===== src/rtl/tsout_defines.svh =====
// constants for the transport packet output port
`ifndef TSOUT_DEFINES_SVH
`define TSOUT_DEFINES_SVH
`define CFG_OFFSET       8'h8A
`define CFG_RESET        8'h45
`define CFG_BIT_EI_EN    0
`define CFG_BIT_OE_N     1
`define CFG_BIT_CLK_INV  2
`define CFG_BIT_SERIAL   3
`define CFG_BIT_SWAP     4
`define CFG_BIT_EXT_CLK  5
`define CFG_BIT_AUTO_DIV 6
`define PKT_LEN          188
`define TEI_BYTE         1
`define TEI_BIT          7
`define DIV_DEFAULT      8'h03
`endif


===== src/rtl/tsout_pkg.sv =====
// types for the transport packet output port
package tsout_pkg;
  typedef enum logic [1:0] {
    ST_IDLE = 2'b00,
    ST_SEND = 2'b01,
    ST_GAP  = 2'b11
  } out_state_t;
endpackage


===== src/rtl/byte_fifo.sv =====
// valid/ready fifo held in flip-flops
`timescale 1ns/1ps
module byte_fifo
#(
  parameter int WIDTH = 10,
  parameter int DEPTH = 16
)
(
  input  wire logic             clk,
  input  wire logic             reset,
  input  wire logic [WIDTH-1:0] in_data,
  input  wire logic             in_valid,
  output logic                  in_ready,
  output logic      [WIDTH-1:0] out_data,
  output logic                  out_valid,
  input  wire logic             out_ready
);
  localparam int AW = $clog2(DEPTH);
  logic [WIDTH-1:0] mem_ff [DEPTH];   // storage
  logic [AW-1:0]    wr_ff;            // write index
  logic [AW-1:0]    rd_ff;            // read index
  logic [AW:0]      cnt_ff;           // fill level
  logic             push;
  logic             pop;

  // full at DEPTH entries; the level is one bit wider than the index
  assign in_ready  = (cnt_ff < (AW+1)'(DEPTH));
  assign out_valid = (cnt_ff != '0);
  assign out_data  = mem_ff[rd_ff];
  assign push      = in_valid && in_ready;
  assign pop       = out_valid && out_ready;

  // storage write
  always_ff @(posedge clk)
  begin
    if (push)
      mem_ff[wr_ff] <= in_data;
  end

  // indices and level
  always_ff @(posedge clk)
  begin
    if (reset)
    begin
      wr_ff  <= '0;
      rd_ff  <= '0;
      cnt_ff <= '0;
    end
    else
    begin
      if (push)
        wr_ff <= (wr_ff == AW'(DEPTH-1)) ? '0 : wr_ff + 1'b1;
      if (pop)
        rd_ff <= (rd_ff == AW'(DEPTH-1)) ? '0 : rd_ff + 1'b1;
      cnt_ff <= cnt_ff + (AW+1)'(push) - (AW+1)'(pop);
    end
  end
endmodule // byte_fifo


===== src/rtl/tsout_port.sv =====
// transport packet output port: fifo, pacing, pin timing and config register
//
// Contract
// - packet leaves as 188 consecutive clock bytes; an empty fifo in mid-packet ends the packet early and the port goes to the gap
// - enable bit set forces error indicator on bad packets
// - enable bit clear passes error indicator unchanged
// - pins driven only while output enable bit low; the clock pin has no enable and is always driven
// - sync byte moves at most one period
// - output clock runs continuously after symbol lock; the pin is held low while the receiver's own clock is selected
// - invert one: change on falling, sample rising
// - data lines held low between packets
// - start flag high on first byte only
// - valid flag high first through last byte
// - error flag low whole bad packet
// - serial data on bit seven if swapped
// - byte parallel or bit serial selectable
// - clock rate chosen from transmission parameters
// - receiver may supply its own clock
`timescale 1ns/1ps
`include "tsout_defines.svh"
module tsout_port
  import tsout_pkg::*;
#(
  parameter int FIFO_DEPTH = 16,
  parameter int GAP_CYCLES = 16
)
(
  input  wire logic       CLK,
  input  wire logic       RESET,
  input  wire logic [7:0] IN_BYTE,         // decoded byte from descrambler
  input  wire logic       IN_FIRST,        // first byte of packet
  input  wire logic       IN_BAD,          // packet is uncorrectable
  input  wire logic       IN_VALID,
  output logic            IN_READY,
  input  wire logic       SYMBOL_LOCK,     // symbol lock from the demodulator
  input  wire logic [7:0] RATE_DIV,        // half period chosen from mode parameters
  input  wire logic       EXT_CLOCK,       // clock supplied by the receiver
  input  wire logic [7:0] REG_ADDR,        // register address
  input  wire logic [7:0] REG_WDATA,
  input  wire logic       REG_WRITE,       // write strobe
  output logic      [7:0] REG_RDATA,
  output logic      [7:0] PACKET_BYTE_OUT,
  output logic      [7:0] PACKET_BYTE_OE,
  output logic            STREAM_OUT_CLOCK,
  output logic            PACKET_START_FLAG,
  output logic            PACKET_VALID_FLAG,
  output logic            BLOCK_ERROR_N,
  output logic            FLAGS_OE
);
  logic [7:0]  output_config_ff;        // configuration register
  logic [7:0]  div_cnt_ff;              // internal clock divider
  logic        int_clk_ff;              // internal output clock level
  logic        lock_s1_ff, lock_s2_ff;  // lock synchroniser
  logic        ext_s1_ff, ext_s2_ff;    // receiver clock synchroniser
  logic        ext_d_ff;                // previous receiver clock level
  logic        rise_tick, fall_tick;    // output clock edges
  logic        launch;                  // edge on which outputs change
  out_state_t  state_ff;
  logic [7:0]  byte_cnt_ff;             // byte index in packet
  logic [2:0]  bit_cnt_ff;              // bit index in serial mode
  logic [7:0]  gap_cnt_ff;              // gap length counter
  logic        bad_ff;                  // packet error latched at start
  logic [9:0]  fifo_in, fifo_out;
  logic        fifo_valid, fifo_pop;
  logic [7:0]  cur_byte;                // byte after error marking
  logic        ei_en, oe_n, inv, serial, swap, ext, auto_div;
  logic [7:0]  half_period;
  logic [7:0]  hold_ff;                 // byte being shifted out in serial mode
  logic [7:0]  head_idx;                // packet index of the byte at fifo head
  logic        head_bad;                // error state of the packet at fifo head
  logic        serial_bit;              // next bit for the serial lane

  assign ei_en    = output_config_ff[`CFG_BIT_EI_EN];
  assign oe_n     = output_config_ff[`CFG_BIT_OE_N];
  assign inv      = output_config_ff[`CFG_BIT_CLK_INV];
  assign serial   = output_config_ff[`CFG_BIT_SERIAL];
  assign swap     = output_config_ff[`CFG_BIT_SWAP];
  assign ext      = output_config_ff[`CFG_BIT_EXT_CLK];
  assign auto_div = output_config_ff[`CFG_BIT_AUTO_DIV];

  // rate from mode parameters, fallback when auto is off
  assign half_period = (auto_div && RATE_DIV != 8'h00) ? RATE_DIV : `DIV_DEFAULT;

  // register write port
  always_ff @(posedge CLK)
  begin
    if (RESET)
      output_config_ff <= `CFG_RESET;
    else if (REG_WRITE && REG_ADDR == `CFG_OFFSET)
      output_config_ff <= REG_WDATA;
  end

  // register read: unmapped reads zero
  always_ff @(posedge CLK)
  begin
    if (RESET)
      REG_RDATA <= 8'h00;
    else
      REG_RDATA <= (REG_ADDR == `CFG_OFFSET) ? output_config_ff : 8'h00;
  end

  // synchronisers for asynchronous inputs
  always_ff @(posedge CLK)
  begin
    if (RESET)
    begin
      lock_s1_ff <= 1'b0;
      lock_s2_ff <= 1'b0;
      ext_s1_ff  <= 1'b0;
      ext_s2_ff  <= 1'b0;
      ext_d_ff   <= 1'b0;
    end
    else
    begin
      lock_s1_ff <= SYMBOL_LOCK;
      lock_s2_ff <= lock_s1_ff;
      ext_s1_ff  <= EXT_CLOCK;
      ext_s2_ff  <= ext_s1_ff;
      ext_d_ff   <= ext_s2_ff;
    end
  end

  // free-running divider once locked, never gated per packet
  always_ff @(posedge CLK)
  begin
    if (RESET || !lock_s2_ff)
    begin
      div_cnt_ff <= 8'h00;
      int_clk_ff <= 1'b0;
    end
    else if (div_cnt_ff >= half_period - 8'h01)
    begin
      div_cnt_ff <= 8'h00;
      int_clk_ff <= ~int_clk_ff;
    end
    else
      div_cnt_ff <= div_cnt_ff + 8'h01;
  end

  // edge ticks: internal divider or receiver's clock
  always_comb
  begin
    if (ext)
    begin
      rise_tick = ext_s2_ff && !ext_d_ff;
      fall_tick = !ext_s2_ff && ext_d_ff;
    end
    else
    begin
      rise_tick = lock_s2_ff && !int_clk_ff && (div_cnt_ff >= half_period - 8'h01);
      fall_tick = lock_s2_ff && int_clk_ff && (div_cnt_ff >= half_period - 8'h01);
    end
  end

  // outputs launch on the edge opposite to the sampling one
  assign launch = inv ? fall_tick : rise_tick;

  // clock pin mirrors the internal clock, held low while the receiver's clock is selected
  always_ff @(posedge CLK)
  begin
    if (RESET)
      STREAM_OUT_CLOCK <= 1'b0;
    else
      STREAM_OUT_CLOCK <= ext ? 1'b0 : int_clk_ff;
  end

  assign fifo_in = {IN_BAD, IN_FIRST, IN_BYTE};

  byte_fifo #(.WIDTH(10), .DEPTH(FIFO_DEPTH)) u_fifo (
    .clk       (CLK),
    .reset     (RESET),
    .in_data   (fifo_in),
    .in_valid  (IN_VALID),
    .in_ready  (IN_READY),
    .out_data  (fifo_out),
    .out_valid (fifo_valid),
    .out_ready (fifo_pop)
  );

  // pop one byte per byte slot: a packet opens only on a first byte and
  // never runs past its last byte, so the next packet keeps its own start
  assign fifo_pop = launch && fifo_valid && !oe_n &&
                    ((state_ff == ST_IDLE) ? fifo_out[8] :
                     ((state_ff == ST_SEND) && byte_cnt_ff != 8'(`PKT_LEN - 1) &&
                      (!serial || bit_cnt_ff == 3'd0)));

  // pins show byte_cnt_ff, so the fifo head is one byte further on
  assign head_idx = (state_ff == ST_SEND) ? byte_cnt_ff + 8'h01 : 8'h00;
  assign head_bad = (state_ff == ST_SEND) ? bad_ff : fifo_out[9];

  // set error indicator of bad packets when enabled
  always_comb
  begin
    cur_byte = fifo_out[7:0];
    if (head_idx == 8'(`TEI_BYTE) && ei_en && head_bad)
      cur_byte[`TEI_BIT] = 1'b1;
    // enable clear: header passes through untouched
  end

  // held copy of the popped byte: the fifo head moves on at once
  always_ff @(posedge CLK)
  begin
    if (RESET)
      hold_ff <= 8'h00;
    else if (fifo_pop)
      hold_ff <= cur_byte;
  end

  // msb first: bit seven at the pop, then the held byte downwards
  assign serial_bit = fifo_pop ? cur_byte[7] : hold_ff[bit_cnt_ff - 3'd1];

  // packet sequencer
  always_ff @(posedge CLK)
  begin
    if (RESET)
    begin
      state_ff    <= ST_IDLE;
      byte_cnt_ff <= 8'h00;
      bit_cnt_ff  <= 3'd0;
      gap_cnt_ff  <= 8'h00;
      bad_ff      <= 1'b0;
    end
    else if (launch)
    begin
      case (state_ff)
        ST_IDLE:
          if (fifo_pop)
          begin
            state_ff    <= ST_SEND;
            byte_cnt_ff <= 8'h00;
            bad_ff      <= fifo_out[9];
            bit_cnt_ff  <= serial ? 3'd7 : 3'd0;
          end
        ST_SEND:
          if (serial && bit_cnt_ff != 3'd0)
            bit_cnt_ff <= bit_cnt_ff - 3'd1;
          else if (!fifo_valid) // underrun: stream aborts to gap
          begin
            state_ff   <= ST_GAP;
            gap_cnt_ff <= 8'h00;
          end
          else if (byte_cnt_ff == 8'(`PKT_LEN - 1))
          begin
            state_ff   <= ST_GAP;
            gap_cnt_ff <= 8'h00;
          end
          else
          begin
            byte_cnt_ff <= byte_cnt_ff + 8'h01;
            bit_cnt_ff  <= serial ? 3'd7 : 3'd0;
          end
        ST_GAP:
          if (gap_cnt_ff >= 8'(GAP_CYCLES - 1))
            state_ff <= ST_IDLE;
          else
            gap_cnt_ff <= gap_cnt_ff + 8'h01;
        default:
          state_ff <= ST_IDLE;
      endcase
    end
  end

  // pin outputs, updated on the launch edge only
  always_ff @(posedge CLK)
  begin
    if (RESET)
    begin
      PACKET_BYTE_OUT   <= 8'h00;
      PACKET_START_FLAG <= 1'b0;
      PACKET_VALID_FLAG <= 1'b0;
      BLOCK_ERROR_N     <= 1'b1;
    end
    else if (launch)
    begin
      if (fifo_pop || (state_ff == ST_SEND && serial && bit_cnt_ff != 3'd0))
      begin
        PACKET_START_FLAG <= (state_ff != ST_SEND);
        PACKET_VALID_FLAG <= 1'b1;
        BLOCK_ERROR_N     <= (state_ff != ST_SEND) ? !fifo_out[9] : !bad_ff;
        if (serial)
        begin
          PACKET_BYTE_OUT <= 8'h00;
          if (swap)
            PACKET_BYTE_OUT[7] <= serial_bit;
          else
            PACKET_BYTE_OUT[0] <= serial_bit;
        end
        else
          PACKET_BYTE_OUT <= cur_byte;
      end
      else
      begin
        PACKET_BYTE_OUT   <= 8'h00;
        PACKET_START_FLAG <= 1'b0;
        PACKET_VALID_FLAG <= 1'b0;
        BLOCK_ERROR_N     <= 1'b1;
      end
    end
  end

  // pin drivers enabled only while enable bit low
  always_ff @(posedge CLK)
  begin
    if (RESET)
    begin
      PACKET_BYTE_OE <= 8'h00;
      FLAGS_OE       <= 1'b0;
    end
    else
    begin
      PACKET_BYTE_OE <= {8{!oe_n}};
      FLAGS_OE       <= !oe_n;
    end
  end
endmodule // tsout_port


===== config.mk =====
export PLATFORM = sky130hd
export DESIGN_NAME = tsout_port
export DESIGN_NICKNAME = d
export VERILOG_FILES = /design/src/rtl/tsout_pkg.sv /design/src/rtl/byte_fifo.sv /design/src/rtl/tsout_port.sv
export VERILOG_INCLUDE_DIRS = /design/src /design/src/rtl
export SDC_FILE = /design/constraint.sdc
export NUM_CORES = 1
export LEC_CHECK = 0
export BUFFER_PORTS_ARGS = -buffer_cell sky130_fd_sc_hd__buf_4
export CORE_MARGIN = 5
export CORE_UTILIZATION = 39
export DETAILED_ROUTE_END_ITERATION = 8
export GPL_TIMING_DRIVEN = 0
export PLACE_DENSITY_LB_ADDON = 0.2
export SLEW_MARGIN = 20
export SYNTH_ARGS = -nofsm -noshare
export SYNTH_HDL_FRONTEND = slang
export SYNTH_SLANG_ARGS = --single-unit

===== constraint.sdc =====
create_clock -name CLK -period 11.8 [get_ports CLK]
set_input_delay 3.54 -clock CLK [delete_from_list [all_inputs] [get_ports CLK]]
set_output_delay 3.54 -clock CLK [all_outputs]
set_load 0.02 [all_outputs]

==> results.toml <==
[status]
status = "complete, no violations"

[pwr]
switching_share_pct = 23.02
p_total_uw = 1947
powerDensity_mw_per_mm2 = 154.9
leakagePower_uw = 0.004372
power.internal_uw = 1499
combPwrFrac_pct = 8.9
power.share.clock_pct = 41.7
peakVddDrop_mv = 0.09585
p_sw_uw = 448.3
pwr-share-seq_pct = 49.4

[synthesis]
synth_top_area_share_pct = 44.94
yosys.cell_count.top_type = "edfxtp_1"
ys_warn_count = 0
ys_seq_elements = 250
synth_seq_area_share_pct = 61.79
syn_inst = 766
synth_nets = 832
synth-edff-count = 160
synth_ff_type = "edfxtp_1"
syn-cell-area_sq_mm = 0.01069
synth_cell_types = 73
synth_common_cells = "160 x edfxtp_1, 90 x dfxtp_1, 67 x nor2_1"
ys_top_cells_by_area = "edfxtp_1 45%, dfxtp_1 17%, mux4_2 11%"
synthArstFlopShare_pct = 0
avgSynthCellArea_sq_um = 13.96
yosysTopAreaCell = "edfxtp_1"

[die]
initial_core_util_pct = 39.67
core-area_sq_mm = 0.02695
die_width_um = 175.6
dieArea_sq_mm = 0.03082
io_pins = 70
rows = 60
die_h_um = 175.6

[clock_network]
cts_tree = "yes"
clk_pin_slew_ps = 60
post_cts_resized = 0
max-clock-path-buffers = 3
cts-root-buf = "clkbuf_16"
postCtsSetupRepairBufs = 0
hold_buffers = 0
worst_skew_pair.late_latency_ps = 530
cts_buffers = 27
htree_levels = 1
cts_sinks = 250

[sta]
finalCritPeriodShare_pct = 68.88
fin_crit_ps = 8128
finalHoldViolCount = 0
timing.setup.tns_ps = 0
slew_headroom_pct = 32.92
fin_ws_ps = 3672
worstMarginPinSlew_ps = 1004
max_freq_ghz = 0.1230
grt_setup_unrepaired = "no"
timing.final.max_slew_violations = 0
final-setup-viol-count = 0
finClkSkew_ps = 8.671

[global_routing]
gr-total-overflow = 0
track_usage_pct = 15.33
grt_util_met3_pct = 2.432
grt_pass1_wl_um = 37050
busiest_layer = "met2"
grt_max_degree = 17
antenna_found_initial = 0
met2_usage_pct = 26.63
grt_pass1_vias = 6475
met1_usage_pct = 20.34

[layout]
num-fill-cells = 2406
area_growth_pct = 17.59
n_antenna_cell = 0
final_cells = 1225
drive_gt1_share_pct = 23.42
nets = 933

[route]
route.detailed.drc = 0
wire_per_inst_um = 19.41
ant_nets = 0
drt_wl_total_um = 23780
routed_via_density = 5.217
via_count = 6391
dr.pass1.iters = 4
drtIter0Drc = 506

[setup_path]
cp.required_ps = 12250
endpoint_kind = "register"
crit_path_max_incr_delay_ps = 460
startpoint_type = "input port"
cpMostUsedCell = "ha_1"
r2r_start = "output_config_ff[6]$_SDFFE_PP1P_"
crit_family = "simple AND/OR/NAND/NOR gates"
crit_slowest_cell = "or4_1"
cp.buffers_inverters = 6
worstPathArrival_ps = 8580
worstSetupStartpoint = "RATE_DIV[2]"
worst-path-max-fanout = 10
crit_type = "input port to register"

[placement]
gp_congestion = 0.8369
dpl_worst_slack_ps = 3124
port_buffers = 68
placed_cells = 1179
hpwl_um = 16110

[min_path]
hold_start = "ext_s1_ff$_SDFF_PP0_"
hold_path_class = "register to register"

[flow_run]
max-cap-violations = 0
-- sequential cells by signal, summed over array words and instances (netlist names), 2 cells and up, named ones only --
| name | flops |
|---|---|
| u_fifo.mem_ff | 160 |
| PACKET_BYTE_OUT | 8 |
| REG_RDATA | 8 |
| byte_cnt_ff | 8 |
| div_cnt_ff | 8 |
| gap_cnt_ff | 8 |
| hold_ff | 8 |
| output_config_ff | 8 |
| u_fifo.cnt_ff | 5 |
| u_fifo.rd_ff | 4 |
| u_fifo.wr_ff | 4 |
| bit_cnt_ff | 3 |
| state_ff | 2 |
-- layout make-up --
class | count | area, sq um | share of cell area (%)
clock buffers | 33 | 719.4 | 5.723
well taps | 341 | 426.7 | 3.394
multi-input cells | 449 | 3811 | 30.31
inverters | 23 | 86.33 | 0.6867
repair buffers | 72 | 551.8 | 4.389
flip-flops and latches | 250 | 6606 | 52.55
plain buffers | 44 | 237.7 | 1.891
clock inverters | 13 | 132.6 | 1.055
-- stage by stage --
stage	instance area, sq um	hold WS [ps]	util, %
3_5_place_dp	11720	425.5	43.49
6_report	12570	439.0	46.65
5_1_grt	12570	458.1	46.65
4_1_cts	12570	440.8	46.65
3_3_place_gp	11630	417.1	43.15
2_1_floorplan	10690	413.8	-
-- routing by layer --
metal,routed length [um],up-vias
met4,422,0
met1,10370,3102
li1,-,3108
met3,1172,36
met5,0,-
met2,11810,145
-- placed cells by master, fill, tap and decap left out, drive strengths merged, types with 19 or more instances in the layout --
master  Yosys  routed
nand2      39      39
edfxtp    160     160
mux2i      19      19
buf        18      90
dfxtp      90      90
inv        23      26
clkbuf     26      59
nand3      25      25
a21oi      28      28
ha         25      25
nor2       67      67
mux4       50      50
-- power groups by stage --
stage | Sequential, uW | Clock (uW) | Combinational [uW]
2_1_floorplan | 979 | 0 | 107
3_3_place_gp | 981 | 0 | 167
3_5_place_dp | 981 | 0 | 175
4_1_cts | 962 | 832 | 175
5_1_grt | 964 | 864 | 193
6_report | 962 | 812 | 173
-- logic make-up after synthesis --
kind of cell	share of synthesized area, %
muxes	12.31
DFF	61.79
AOI/OAI and AO/OA	5.968
xor gates and xnor gates	1.884
adders and majority gates	3.113
buffers and inverters	3.031
and+or+nand+nor	11.90
-- worst paths after layout --
check | to | slack (ps) | cells after the start
worst min register to register | ext_s2_ff$_SDFF_PP0_ | 440 | 1
worst min-delay path | ext_s2_ff$_SDFF_PP0_ | 440 | 1
worst max-delay path | u_fifo.cnt_ff[4]$_SDFF_PP0_ | 3670 | 26
worst max register to register | u_fifo.cnt_ff[4]$_SDFF_PP0_ | 7000 | 23
Power figures use the tool's default switching activity.
